### src/rtl/sac_pkg.sv
// Constants and types shared by the converter control block.
// Assumes a 200 MHz ref_clk and an APB master with 32-bit data.
package sac_pkg;
	// ----------------------------------------
	// Register map
	// ----------------------------------------
	localparam logic [7:0] OPT_OFS = 8'h00;
	localparam logic [7:0] CTRL_OFS = 8'h04;
	localparam logic [7:0] STAT_OFS = 8'h08;
	localparam logic [7:0] RES_OFS = 8'h20;
	localparam logic [2:0] RES_PAGE = 3'h1;

	// ----------------------------------------
	// Field layout and reset values
	// ----------------------------------------
	typedef struct packed {
		logic pwr_up;
		logic alt_clk;
		logic irq_edge;
		logic stop_dly;
		logic [1:0] unused;
		logic [1:0] wdog_rate;
	} sac_option_type;

	localparam logic [7:0] OPT_RST = 8'h10;
	localparam int CH_LSB = 0;
	localparam int CH_W = 4;
	localparam int STAT_BUSY_BIT = 0;
	localparam int STAT_DONE_BIT = 7;

	// ----------------------------------------
	// Sizes and timing
	// ----------------------------------------
	localparam int NUM_CH = 8;
	localparam int RES_BITS = 8;
	localparam int MUX_INPUTS = 16;
	localparam int PROT_CYCLES = 64;
	localparam int CLK_MHZ = 200;
	localparam int SETTLE_US = 100;
	localparam int SETTLE_CYC = SETTLE_US * CLK_MHZ;
	localparam int BUS_DIV = 4;

	typedef enum logic [1:0] {
		ST_IDLE,
		ST_SAMPLE,
		ST_COMPARE
	} sac_state_type;
endpackage : sac_pkg

### src/rtl/sac_top.sv
// Control logic of an 8-channel 8-bit successive-approximation converter.
// Assumes an APB master on ref_clk, an external comparator and an RC clock pin.
//
// The register offsets and the APB register port were chosen for this implementation.

// Contract
// - Eight-bit results, eight external analog channels over one shared input path.
// - Step timing comes from the bus clock or from the RC oscillator.
// - Alternate clock select picks converter timing and charge pump clock.
// - Multiplexer routes one of sixteen inputs, chosen by channel select field.
// - Eight pins are input-only analog sources; other inputs are internal lines.
// - Eight comparison steps, MSB first, each deciding one approximation bit.
// - Sample held for the whole sequence; comparison code driven each step.
// - Last step copies the finished approximation, or zero if a start falls in that cycle, into that conversion's result register.
// - Power-up bit enables charge pump; clear means converter unpowered.
// - Protected option bits: one write in first 64 cycles, special modes anytime.
// - Reset clears power-up bit, leaving the converter disabled.
module sac_top #(
	parameter int BUS_DIV = sac_pkg::BUS_DIV
) (
	input wire logic ref_clk,
	input wire logic rst,
	input wire logic psel,
	input wire logic penable,
	input wire logic pwrite,
	input wire logic [7:0] paddr,
	input wire logic [31:0] pwdata,
	output logic [31:0] prdata,
	output logic pready,
	output logic pslverr,
	input wire logic special_mode_pin,
	input wire logic rc_osc_pin,
	input wire logic comp_pin,
	output logic [sac_pkg::CH_W-1:0] mux_sel,
	output logic [sac_pkg::RES_BITS-1:0] dac_code,
	output logic sample_gate,
	output logic pump_enable,
	output logic pump_alt_clock,
	output logic irq_edge_select,
	output logic stop_recovery_delay,
	output logic [1:0] watchdog_rate_field
);
	// ----------------------------------------
	// Parameter checks
	// ----------------------------------------
	if (BUS_DIV < 3 || BUS_DIV > 256) begin : g_bad_div
		$error("BUS_DIV out of range");
	end

	// ----------------------------------------
	// Input synchronisers
	// ----------------------------------------
	logic [1:0] mode_sync_q;
	logic [2:0] rc_sync_q;
	logic [1:0] comp_sync_q;
	always_ff @(posedge ref_clk or posedge rst) begin
		if (rst) begin
			mode_sync_q <= 2'h0;
			rc_sync_q <= 3'h0;
			comp_sync_q <= 2'h0;
		end else begin
			mode_sync_q <= {mode_sync_q[0], special_mode_pin};
			rc_sync_q <= {rc_sync_q[1:0], rc_osc_pin};
			comp_sync_q <= {comp_sync_q[0], comp_pin};
		end
	end
	wire comp_hi = comp_sync_q[1];
	wire rc_tick = rc_sync_q[1] & ~rc_sync_q[2];

	// ----------------------------------------
	// APB decode
	// ----------------------------------------
	logic pready_q;
	wire acc = psel & penable & pready_q;
	wire aligned = paddr[1:0] == 2'h0;
	wire hit_opt = aligned & (paddr == sac_pkg::OPT_OFS);
	wire hit_ctrl = aligned & (paddr == sac_pkg::CTRL_OFS);
	wire hit_stat = aligned & (paddr == sac_pkg::STAT_OFS);
	wire hit_res = aligned & (paddr[7:5] == sac_pkg::RES_PAGE);
	wire mapped = hit_opt | hit_ctrl | hit_stat | hit_res;
	wire wr_opt = acc & pwrite & hit_opt;
	wire wr_ctrl = acc & pwrite & hit_ctrl;

	// ----------------------------------------
	// Option register and write protection
	// ----------------------------------------
	sac_pkg::sac_option_type opt_q;
	sac_pkg::sac_option_type opt_d;
	sac_pkg::sac_option_type wr_val;
	logic [6:0] prot_cnt_q;
	logic prot_used_q;
	logic special_q;
	logic mode_taken_q;
	wire prot_open = special_q | (~prot_used_q & (prot_cnt_q < 7'(sac_pkg::PROT_CYCLES)));
	assign wr_val = pwdata[7:0];

	always_comb begin
		opt_d = opt_q;
		if (wr_opt) begin
			opt_d.pwr_up = wr_val.pwr_up;
			opt_d.alt_clk = wr_val.alt_clk;
			if (prot_open) begin
				opt_d.irq_edge = wr_val.irq_edge;
				opt_d.stop_dly = wr_val.stop_dly;
				opt_d.wdog_rate = wr_val.wdog_rate;
			end
		end
		opt_d.unused = 2'h0;
	end

	always_ff @(posedge ref_clk or posedge rst) begin
		if (rst) begin
			opt_q <= sac_pkg::OPT_RST;
			prot_cnt_q <= 7'h00;
			prot_used_q <= 1'b0;
			special_q <= 1'b0;
			mode_taken_q <= 1'b0;
		end else begin
			opt_q <= opt_d;
			if (prot_cnt_q < 7'(sac_pkg::PROT_CYCLES)) begin
				prot_cnt_q <= prot_cnt_q + 7'h01;
			end
			if (wr_opt) begin
				prot_used_q <= 1'b1;
			end
			if (!mode_taken_q && prot_cnt_q == 7'h02) begin
				special_q <= mode_sync_q[1];
				mode_taken_q <= 1'b1;
			end
		end
	end

	// ----------------------------------------
	// Step clock selection
	// ----------------------------------------
	logic [7:0] div_q;
	wire bus_tick = div_q == 8'(BUS_DIV - 1);
	wire step = opt_q.alt_clk ? rc_tick : bus_tick;
	always_ff @(posedge ref_clk or posedge rst) begin
		if (rst) begin
			div_q <= 8'h00;
		end else begin
			div_q <= bus_tick ? 8'h00 : div_q + 8'h01;
		end
	end

	// ----------------------------------------
	// Conversion sequencer
	// ----------------------------------------
	sac_pkg::sac_state_type st_q;
	sac_pkg::sac_state_type st_d;
	logic [sac_pkg::CH_W-1:0] ch_q;
	logic [7:0] sar_q;
	logic [7:0] sar_d;
	logic [2:0] bit_q;
	logic done_q;
	logic [7:0] res_q [sac_pkg::NUM_CH];
	wire start = wr_ctrl & opt_q.pwr_up;
	wire last = (st_q == sac_pkg::ST_COMPARE) & step & (bit_q == 3'h0);
	wire [7:0] bit_mask = 8'h01 << bit_q;
	wire [7:0] next_mask = 8'h01 << (bit_q - 3'h1);

	always_comb begin
		st_d = st_q;
		sar_d = sar_q;
		case (st_q)
			sac_pkg::ST_IDLE: begin
			end
			sac_pkg::ST_SAMPLE: begin
				if (step) begin
					st_d = sac_pkg::ST_COMPARE;
					sar_d = 8'h80;
				end
			end
			sac_pkg::ST_COMPARE: begin
				if (step) begin
					sar_d = comp_hi ? sar_q : (sar_q & ~bit_mask);
					if (bit_q != 3'h0) begin
						sar_d = sar_d | next_mask;
					end else begin
						st_d = sac_pkg::ST_IDLE;
					end
				end
			end
			default: begin
				st_d = sac_pkg::ST_IDLE;
			end
		endcase
		if (start) begin
			st_d = sac_pkg::ST_SAMPLE;
			sar_d = 8'h00;
		end
		if (!opt_q.pwr_up) begin
			st_d = sac_pkg::ST_IDLE;
		end
	end

	always_ff @(posedge ref_clk or posedge rst) begin
		if (rst) begin
			st_q <= sac_pkg::ST_IDLE;
			sar_q <= 8'h00;
			bit_q <= 3'h7;
			ch_q <= 4'h0;
			done_q <= 1'b0;
		end else begin
			st_q <= st_d;
			sar_q <= sar_d;
			if (start) begin
				bit_q <= 3'h7;
				ch_q <= pwdata[sac_pkg::CH_LSB +: sac_pkg::CH_W];
			end else if (st_q == sac_pkg::ST_COMPARE && step && bit_q != 3'h0) begin
				bit_q <= bit_q - 3'h1;
			end
			if (last) begin
				done_q <= 1'b1;
			end else if (start) begin
				done_q <= 1'b0;
			end
		end
	end

	// ----------------------------------------
	// Result registers
	// ----------------------------------------
	for (genvar i = 0; i < sac_pkg::NUM_CH; i++) begin : g_res
		always_ff @(posedge ref_clk or posedge rst) begin
			if (rst) begin
				res_q[i] <= 8'h00;
			end else if (last && ch_q[2:0] == 3'(i)) begin
				res_q[i] <= sar_d;
			end
		end
	end

	// ----------------------------------------
	// Analog-side outputs
	// ----------------------------------------
	always_ff @(posedge ref_clk or posedge rst) begin
		if (rst) begin
			mux_sel <= 4'h0;
			dac_code <= 8'h00;
			sample_gate <= 1'b0;
			pump_enable <= 1'b0;
			pump_alt_clock <= 1'b0;
			irq_edge_select <= 1'b0;
			stop_recovery_delay <= 1'b1;
			watchdog_rate_field <= 2'h0;
		end else begin
			mux_sel <= st_d == sac_pkg::ST_IDLE ? mux_sel : ch_q;
			if (start) begin
				mux_sel <= pwdata[sac_pkg::CH_LSB +: sac_pkg::CH_W];
			end
			dac_code <= sar_d;
			sample_gate <= st_d == sac_pkg::ST_SAMPLE;
			pump_enable <= opt_d.pwr_up;
			pump_alt_clock <= opt_d.alt_clk;
			irq_edge_select <= opt_d.irq_edge;
			stop_recovery_delay <= opt_d.stop_dly;
			watchdog_rate_field <= opt_d.wdog_rate;
		end
	end

	// ----------------------------------------
	// APB read data and handshake
	// ----------------------------------------
	wire busy = st_q != sac_pkg::ST_IDLE;
	logic [31:0] rd_val;
	always_comb begin
		rd_val = 32'h0000_0000;
		if (hit_opt) begin
			rd_val[7:0] = opt_q;
		end else if (hit_ctrl) begin
			rd_val[sac_pkg::CH_LSB +: sac_pkg::CH_W] = ch_q;
		end else if (hit_stat) begin
			rd_val[sac_pkg::STAT_DONE_BIT] = done_q;
			rd_val[sac_pkg::STAT_BUSY_BIT] = busy;
		end else if (hit_res) begin
			rd_val[7:0] = res_q[paddr[4:2]];
		end
	end

	always_ff @(posedge ref_clk or posedge rst) begin
		if (rst) begin
			pready_q <= 1'b0;
			prdata <= 32'h0000_0000;
			pslverr <= 1'b0;
		end else begin
			pready_q <= psel & ~penable;
			prdata <= rd_val;
			pslverr <= psel & ~penable & ~mapped;
		end
	end
	assign pready = pready_q;
endmodule : sac_top

### config.mk
export PLATFORM = sky130hd
export DESIGN_NAME = sac_top
export DESIGN_NICKNAME = d
export VERILOG_FILES = /design/src/rtl/sac_pkg.sv /design/src/rtl/sac_top.sv
export SDC_FILE = /design/constraint.sdc
export NUM_CORES = 1
export LEC_CHECK = 0
export BUFFER_PORTS_ARGS = -buffer_cell sky130_fd_sc_hd__buf_2
export CAP_MARGIN = 40
export CELL_PAD_IN_SITES_DETAIL_PLACEMENT = 0
export CELL_PAD_IN_SITES_GLOBAL_PLACEMENT = 1
export CORE_ASPECT_RATIO = 0.75
export CORE_MARGIN = 2
export CORE_UTILIZATION = 38
export CTS_CLUSTER_DIAMETER = 80
export DETAILED_ROUTE_END_ITERATION = 10
export PLACE_DENSITY = 0.71
export SLEW_MARGIN = 15
export SYNTH_ARGS = -nofsm -noshare
export SYNTH_HDL_FRONTEND = slang
export SYNTH_SLANG_ARGS = --single-unit
### constraint.sdc
create_clock -name ref_clk -period 4.4 [get_ports ref_clk]
set_input_delay 0.44 -clock ref_clk [delete_from_list [all_inputs] [get_ports ref_clk]]
set_output_delay 0.44 -clock ref_clk [all_outputs]
set_load 0.05 [all_outputs]
# [After elaboration in Yosys (flattened, before gate mapping)]
# Cells that the tools add are included.
[word_totals] elab_cells=135 ff_bits=128 out_inout_bits=53
[classes] n_eq_ne=16 bitwise_logic=28 n_lt_le_gt_ge=2 reduce_logical=23 n_shift=2 add_sub_neg=3 muxes=30
[ops] cell="$mux W8" n=10
[ops] cell="$bmux W8 S3" n=1
[ops] cell="$and A1 B1 Y1" n=16
[ops] cell="$mux W4" n=4
[ops] cell="$pmux W8 S2" n=1
[ops] cell="$shl A1 B3 Y8 const A" n=2
[ops] cell="$eq A3 B3 Y1 const B" n=4
[ops] cell="$logic_and A1 B1 Y1" n=11
[ops] cell="$mux W2" n=5
[ops] cell="$add A8 B1 Y8 const B" n=1
[ops] cell="$and A8 B8 Y8" n=1
[ops] cell="$eq A8 B2 Y1 const B" n=1
[ops] cell="$eq A8 B3 Y1 const B" n=1
[ops] cell="$eq A8 B4 Y1 const B" n=1
[ops] cell="$logic_not A8 Y1" n=1
[ops] cell="$not A8 Y8" n=1
[ops] cell="$or A8 B8 Y8" n=1
[ops] cell="$add A7 B1 Y7 const B" n=1
[ops] cell="$eq A7 B2 Y1 const B" n=1
[ops] cell="$lt A7 B7 Y1 const B" n=1
[ops] cell="$eq A3 B1 Y1 const B" n=2
[ops] cell="$eq A3 B2 Y1 const B" n=2
[ops] cell="$logic_not A2 Y1" n=3
[ops] cell="$logic_not A3 Y1" n=2
[ops] cell="other kinds (16)" n=30

# [Depth between registers and ports, before layout]
[depth] depth_word=10 ltp_mapped=8 depth_no_buf=7

# [Worst setup path before layout]
# No wires, ideal clock.
[synth_timing] path_kind="register to register" startpoint="register pump_alt_clock (netlist name)" endpoint="register res_q[32] in the netlist's numbering" t_required_ps=4275 stages_incl_launch_ff=6 arrival_ps=2326 n_path_buf=0 path_slack_ps=1950 path_cell_list="dfrtp_1 > or4b_4 > o21ai_4 > nand4_4 > nor3b_4 > mux2_2"
[synth_rtl] item="end signal: indexed assignment" line="sac_top.sv:230" text="res_q[i] <= sar_d;"
[synth_rtl] item="end: declaration" line="sac_top.sv:157" text="logic [7:0] res_q [sac_pkg::NUM_CH];"

# [Final worst setup path]
[layout_timing] startpoint="register div_q[0]" endpoint="register res_q[34] in the netlist's numbering"
[layout_via] elab_chain_len=5 word_cells_on_any_way=9 cone_classes="1 x eq/ne; 5 x mux; 2 x bitwise; 1 x reduce/logical"
[layout_rtl] item="start: declaration" line="sac_top.sv:136" text="logic [7:0] div_q;"
[layout_rtl] item="start signal: assignment" line="sac_top.sv:143" text="div_q <= bus_tick ? 8'h00 : div_q + 8'h01;"
[layout_rtl] item="$eq A8 B2 Y1 *" line="sac_top.sv:137" text="wire bus_tick = div_q == 8'(BUS_DIV - 1);"
[layout_rtl] item="$mux W1 *" line="sac_top.sv:138" text="wire step = opt_q.alt_clk ? rc_tick : bus_tick;"
[layout_rtl] item="$mux W8 (tied with other cells)" line="sac_top.sv:176" text="if (step) begin"
[layout_rtl] item="$pmux W8 S2 or $and A1 B1 Y1 (tied branches)" line="sac_top.sv:166, sac_top.sv:159"
[layout_rtl] item="$mux W8 or $logic_and A1 B1 Y1 (tied branches)" line="sac_top.sv:189, sac_top.sv:229"
# Every way passes the cells marked *; elsewhere a longest branch is shown, timed or not.
# A chain may end at the register's enable or synchronous reset.

==> out/results.txt <==
WL per Instance: 17.7 microns
Final GP Congestion: 0.825
Hold-fix buffers, CTS: 0
CTS tree: done
Ys async rst share: 1.00
Worst hold stages: 1
1st-pass router iterations: 4
Vias per cell: 5.16
Max VDD drop: 245 uV
Number of diodes: 0
Setup CP Type: reg -> reg
Synth warn: 0
Synth Instances: 466
Leading cell type in the layout, fill and taps excluded: dfrtp_1
Post-synth top flop: dfrtp_1
Period utilization: 0.637
Chip height: 115 microns
Bufs on Longest Clock Path: 2
Static leakage: 3.42 nW
Yosys top cell area share: 0.501
Fin cells: 744
Arrival time at the worst endpoint: 3090 ps
Placed insts: 712
Ports: 101
Critical Path Fanout Max: 10
Drt total wl: 13100 microns
Final Setup Violations: 0
Hold slack: 135 ps
Seq cells post-synth: 128
Yosys cell types: 65
Worst min path class: in -> reg
Post_cts resized: 0
CP Capture Type: flip-flop
Starting DRT DRC Count: 245
CTS Sinks: 128
Total GRT Usage: 0.161
Final hold violations: 0
Cell taking the most area after synthesis: dfrtp_1
Pin count of the biggest net entering global routing: 63
Final ANT Viol Nets: 0
First-pass GRT wire length: 21000 microns
Startpoint type of the worst setup path: flip-flop
Max-slew violation count: 0
CTS Buf Count: 17
Least-Margin Pin Slew: 778 ps
Switching Fraction: 0.227
Sequential Power Share: 0.438
Int Power: 2.09 mW
DR DRC count: 0
Synth top area cells: dfrtp_1 50%, mux2_2 14%, mux4_2 5.8%
Final clock skew: 12.5 ps
Fill count: 1441
EDFF count, synth: 0
Cell row count: 40
Setup TNS: 0 ps
Die Wd: 151 microns
Initial antenna violation count: 0
RSZ-0062 raised after global routing: no
Cells on worst reg2reg path: 6
Synth Cell Area: 6190 sq um
Max-cap viol count: 0
Starting Density: 0.388
Syn avg cell area: 13.3 sq um
I/O Buffers: 52
Detailed placement HPWL: 9110 microns
Logic pwr share: 0.041
Core Region: 16000 sq um
CTS root buf: clkbuf_16
Total congestion overflow: 0
Vias in the first global route: 3839
Die area: 17300 sq um
Slew HR: 0.476
Htree depth: 4
Switching Power: 0.613 mW
Cell area power density: 378 nW/um^2
Worst-path clk slew: 60 ps
Crit path required time: 4690 ps
Seq/Total Area, Yosys: 0.518
Most frequent cells in the layout: 124 x dfrtp_1, 75 x mux2_2, 52 x buf_2
Maximum clock rate: 0.357 GHz
Via count: 3838
Layout area overhead: 15.6%
Worst-skew pair later-pin latency: 410 ps
Outcome: complete, no violations
Clock power frac: 0.521
Layout net count: 582
Min cycle time layout: 2800 ps
Setup bufs post-CTS: 0
Share of cells above drive strength 1: 0.384
## cell usage after synthesis (2+ instances only)
master / n
o22ai_1: 5
nor2b_1: 5
nor2_1: 12
nand3_1: 8
clkbuf_1: 7
and3b_1: 2
nand3_2: 2
a21oi_1: 8
a32o_1: 3
dfrtp_1: 124
buf_4: 24
ha_1: 13
o21ai_0: 15
or2_2: 3
a21o_1: 2
and2_1: 5
nand2b_1: 4
nand4_1: 2
o211ai_1: 4
nor3b_1: 5
nand4b_1: 2
buf_1: 2
buf_2: 7
o221ai_1: 2
nor3_1: 4
nand2_1: 24
mux4_2: 16
xnor2_1: 10
mux2i_1: 11
xor2_1: 2
mux2_1: 3
nor3_4: 2
nor4_1: 2
o22ai_4: 3
dfstp_2: 4
inv_1: 12
nand3b_1: 2
and3_1: 4
mux2_2: 75
## metal layers
| layer | part of all wire | up-vias | track usage |
|---|---|---|---|
| li1 | - | 1757 | - |
| met1 | 0.49 | 1959 | 0.235 |
| met2 | 0.44 | 111 | 0.235 |
| met3 | 0.063 | 11 | 0.0418 |
| met4 | 0.0088 | 0 | 0.0486 |
| met5 | 0 | - | 0 |
## through the flow
step	worst slack [ps]	power (mW)	cell area, sq um	util
after floorplan	554	1.31	6280	-
after detailed placement	1500	1.32	6560	0.411
final	1600	2.70	7160	0.448
after global routing	1500	2.80	7160	0.448
after global placement	1500	1.32	6560	0.411
after CTS	1600	2.73	7160	0.448
## state kept, by name, indices dropped and copies added, names as in the netlist, 3 cells and up
signal      count
res_q          64
div_q           8
dac_code        8
ch_q            4
prdata          8
prot_cnt_q      7
bit_q           3
rc_sync_q       3
mux_sel         4
## layout make-up
class                   instances  area (sq um)  area share
well taps                     210           263      0.0367
multi-input cells             307          2760       0.386
repair buffers                 55           283      0.0395
clock inverters                14           168      0.0234
flip-flops and latches        128          3210       0.448
inverters                      12          47.5     0.00664
clock buffers                  18           429      0.0599
## critical path, stage by stage, from the launching register on
cell and delay, ps:
dfrtp_1 390, ha_1 230, or4b_4 520, o21ai_4 340, nand4_4 210, nor3b_4 590, mux2_2 400
## power groups by stage
| stage | Combinational [mW] | Clock [mW] | Sequential [mW] |
|---|---|---|---|
| final | 0.110 | 1.41 | 1.19 |
| after global routing | 0.121 | 1.50 | 1.19 |
| after CTS | 0.113 | 1.43 | 1.19 |
| after detailed placement | 0.112 | 0 | 1.21 |
| after global placement | 0.111 | 0 | 1.21 |
| after floorplan | 0.0993 | 0 | 1.21 |
## kinds of logic (layout without fill, tap and decap cells)
kind of cell,after synthesis,count (layout),synth area share
flops,128,128,0.518
mux,106,106,0.220
simple gates,100,100,0.103
buf+inv,54,99,0.0501
compound gates,52,52,0.0651
fa+ha+maj,13,13,0.0263
xor+xnor,12,12,0.0170
other cells,1,24,0.000605
## final timing paths
path	from	slack, ps	end
min reg2reg	rc_sync_q[0]	340	rc_sync_q[1]
max	div_q[0]	1600	res_q[34]
min in group asynchronous	rst	160	res_q[10]
min	special_mode_pin	140	mode_sync_q[0]
max in group asynchronous	rst	3270	bit_q[2]
max reg2reg	div_q[0]	1600	res_q[34]
No activity file was read; power rests on OpenSTA's default activity.
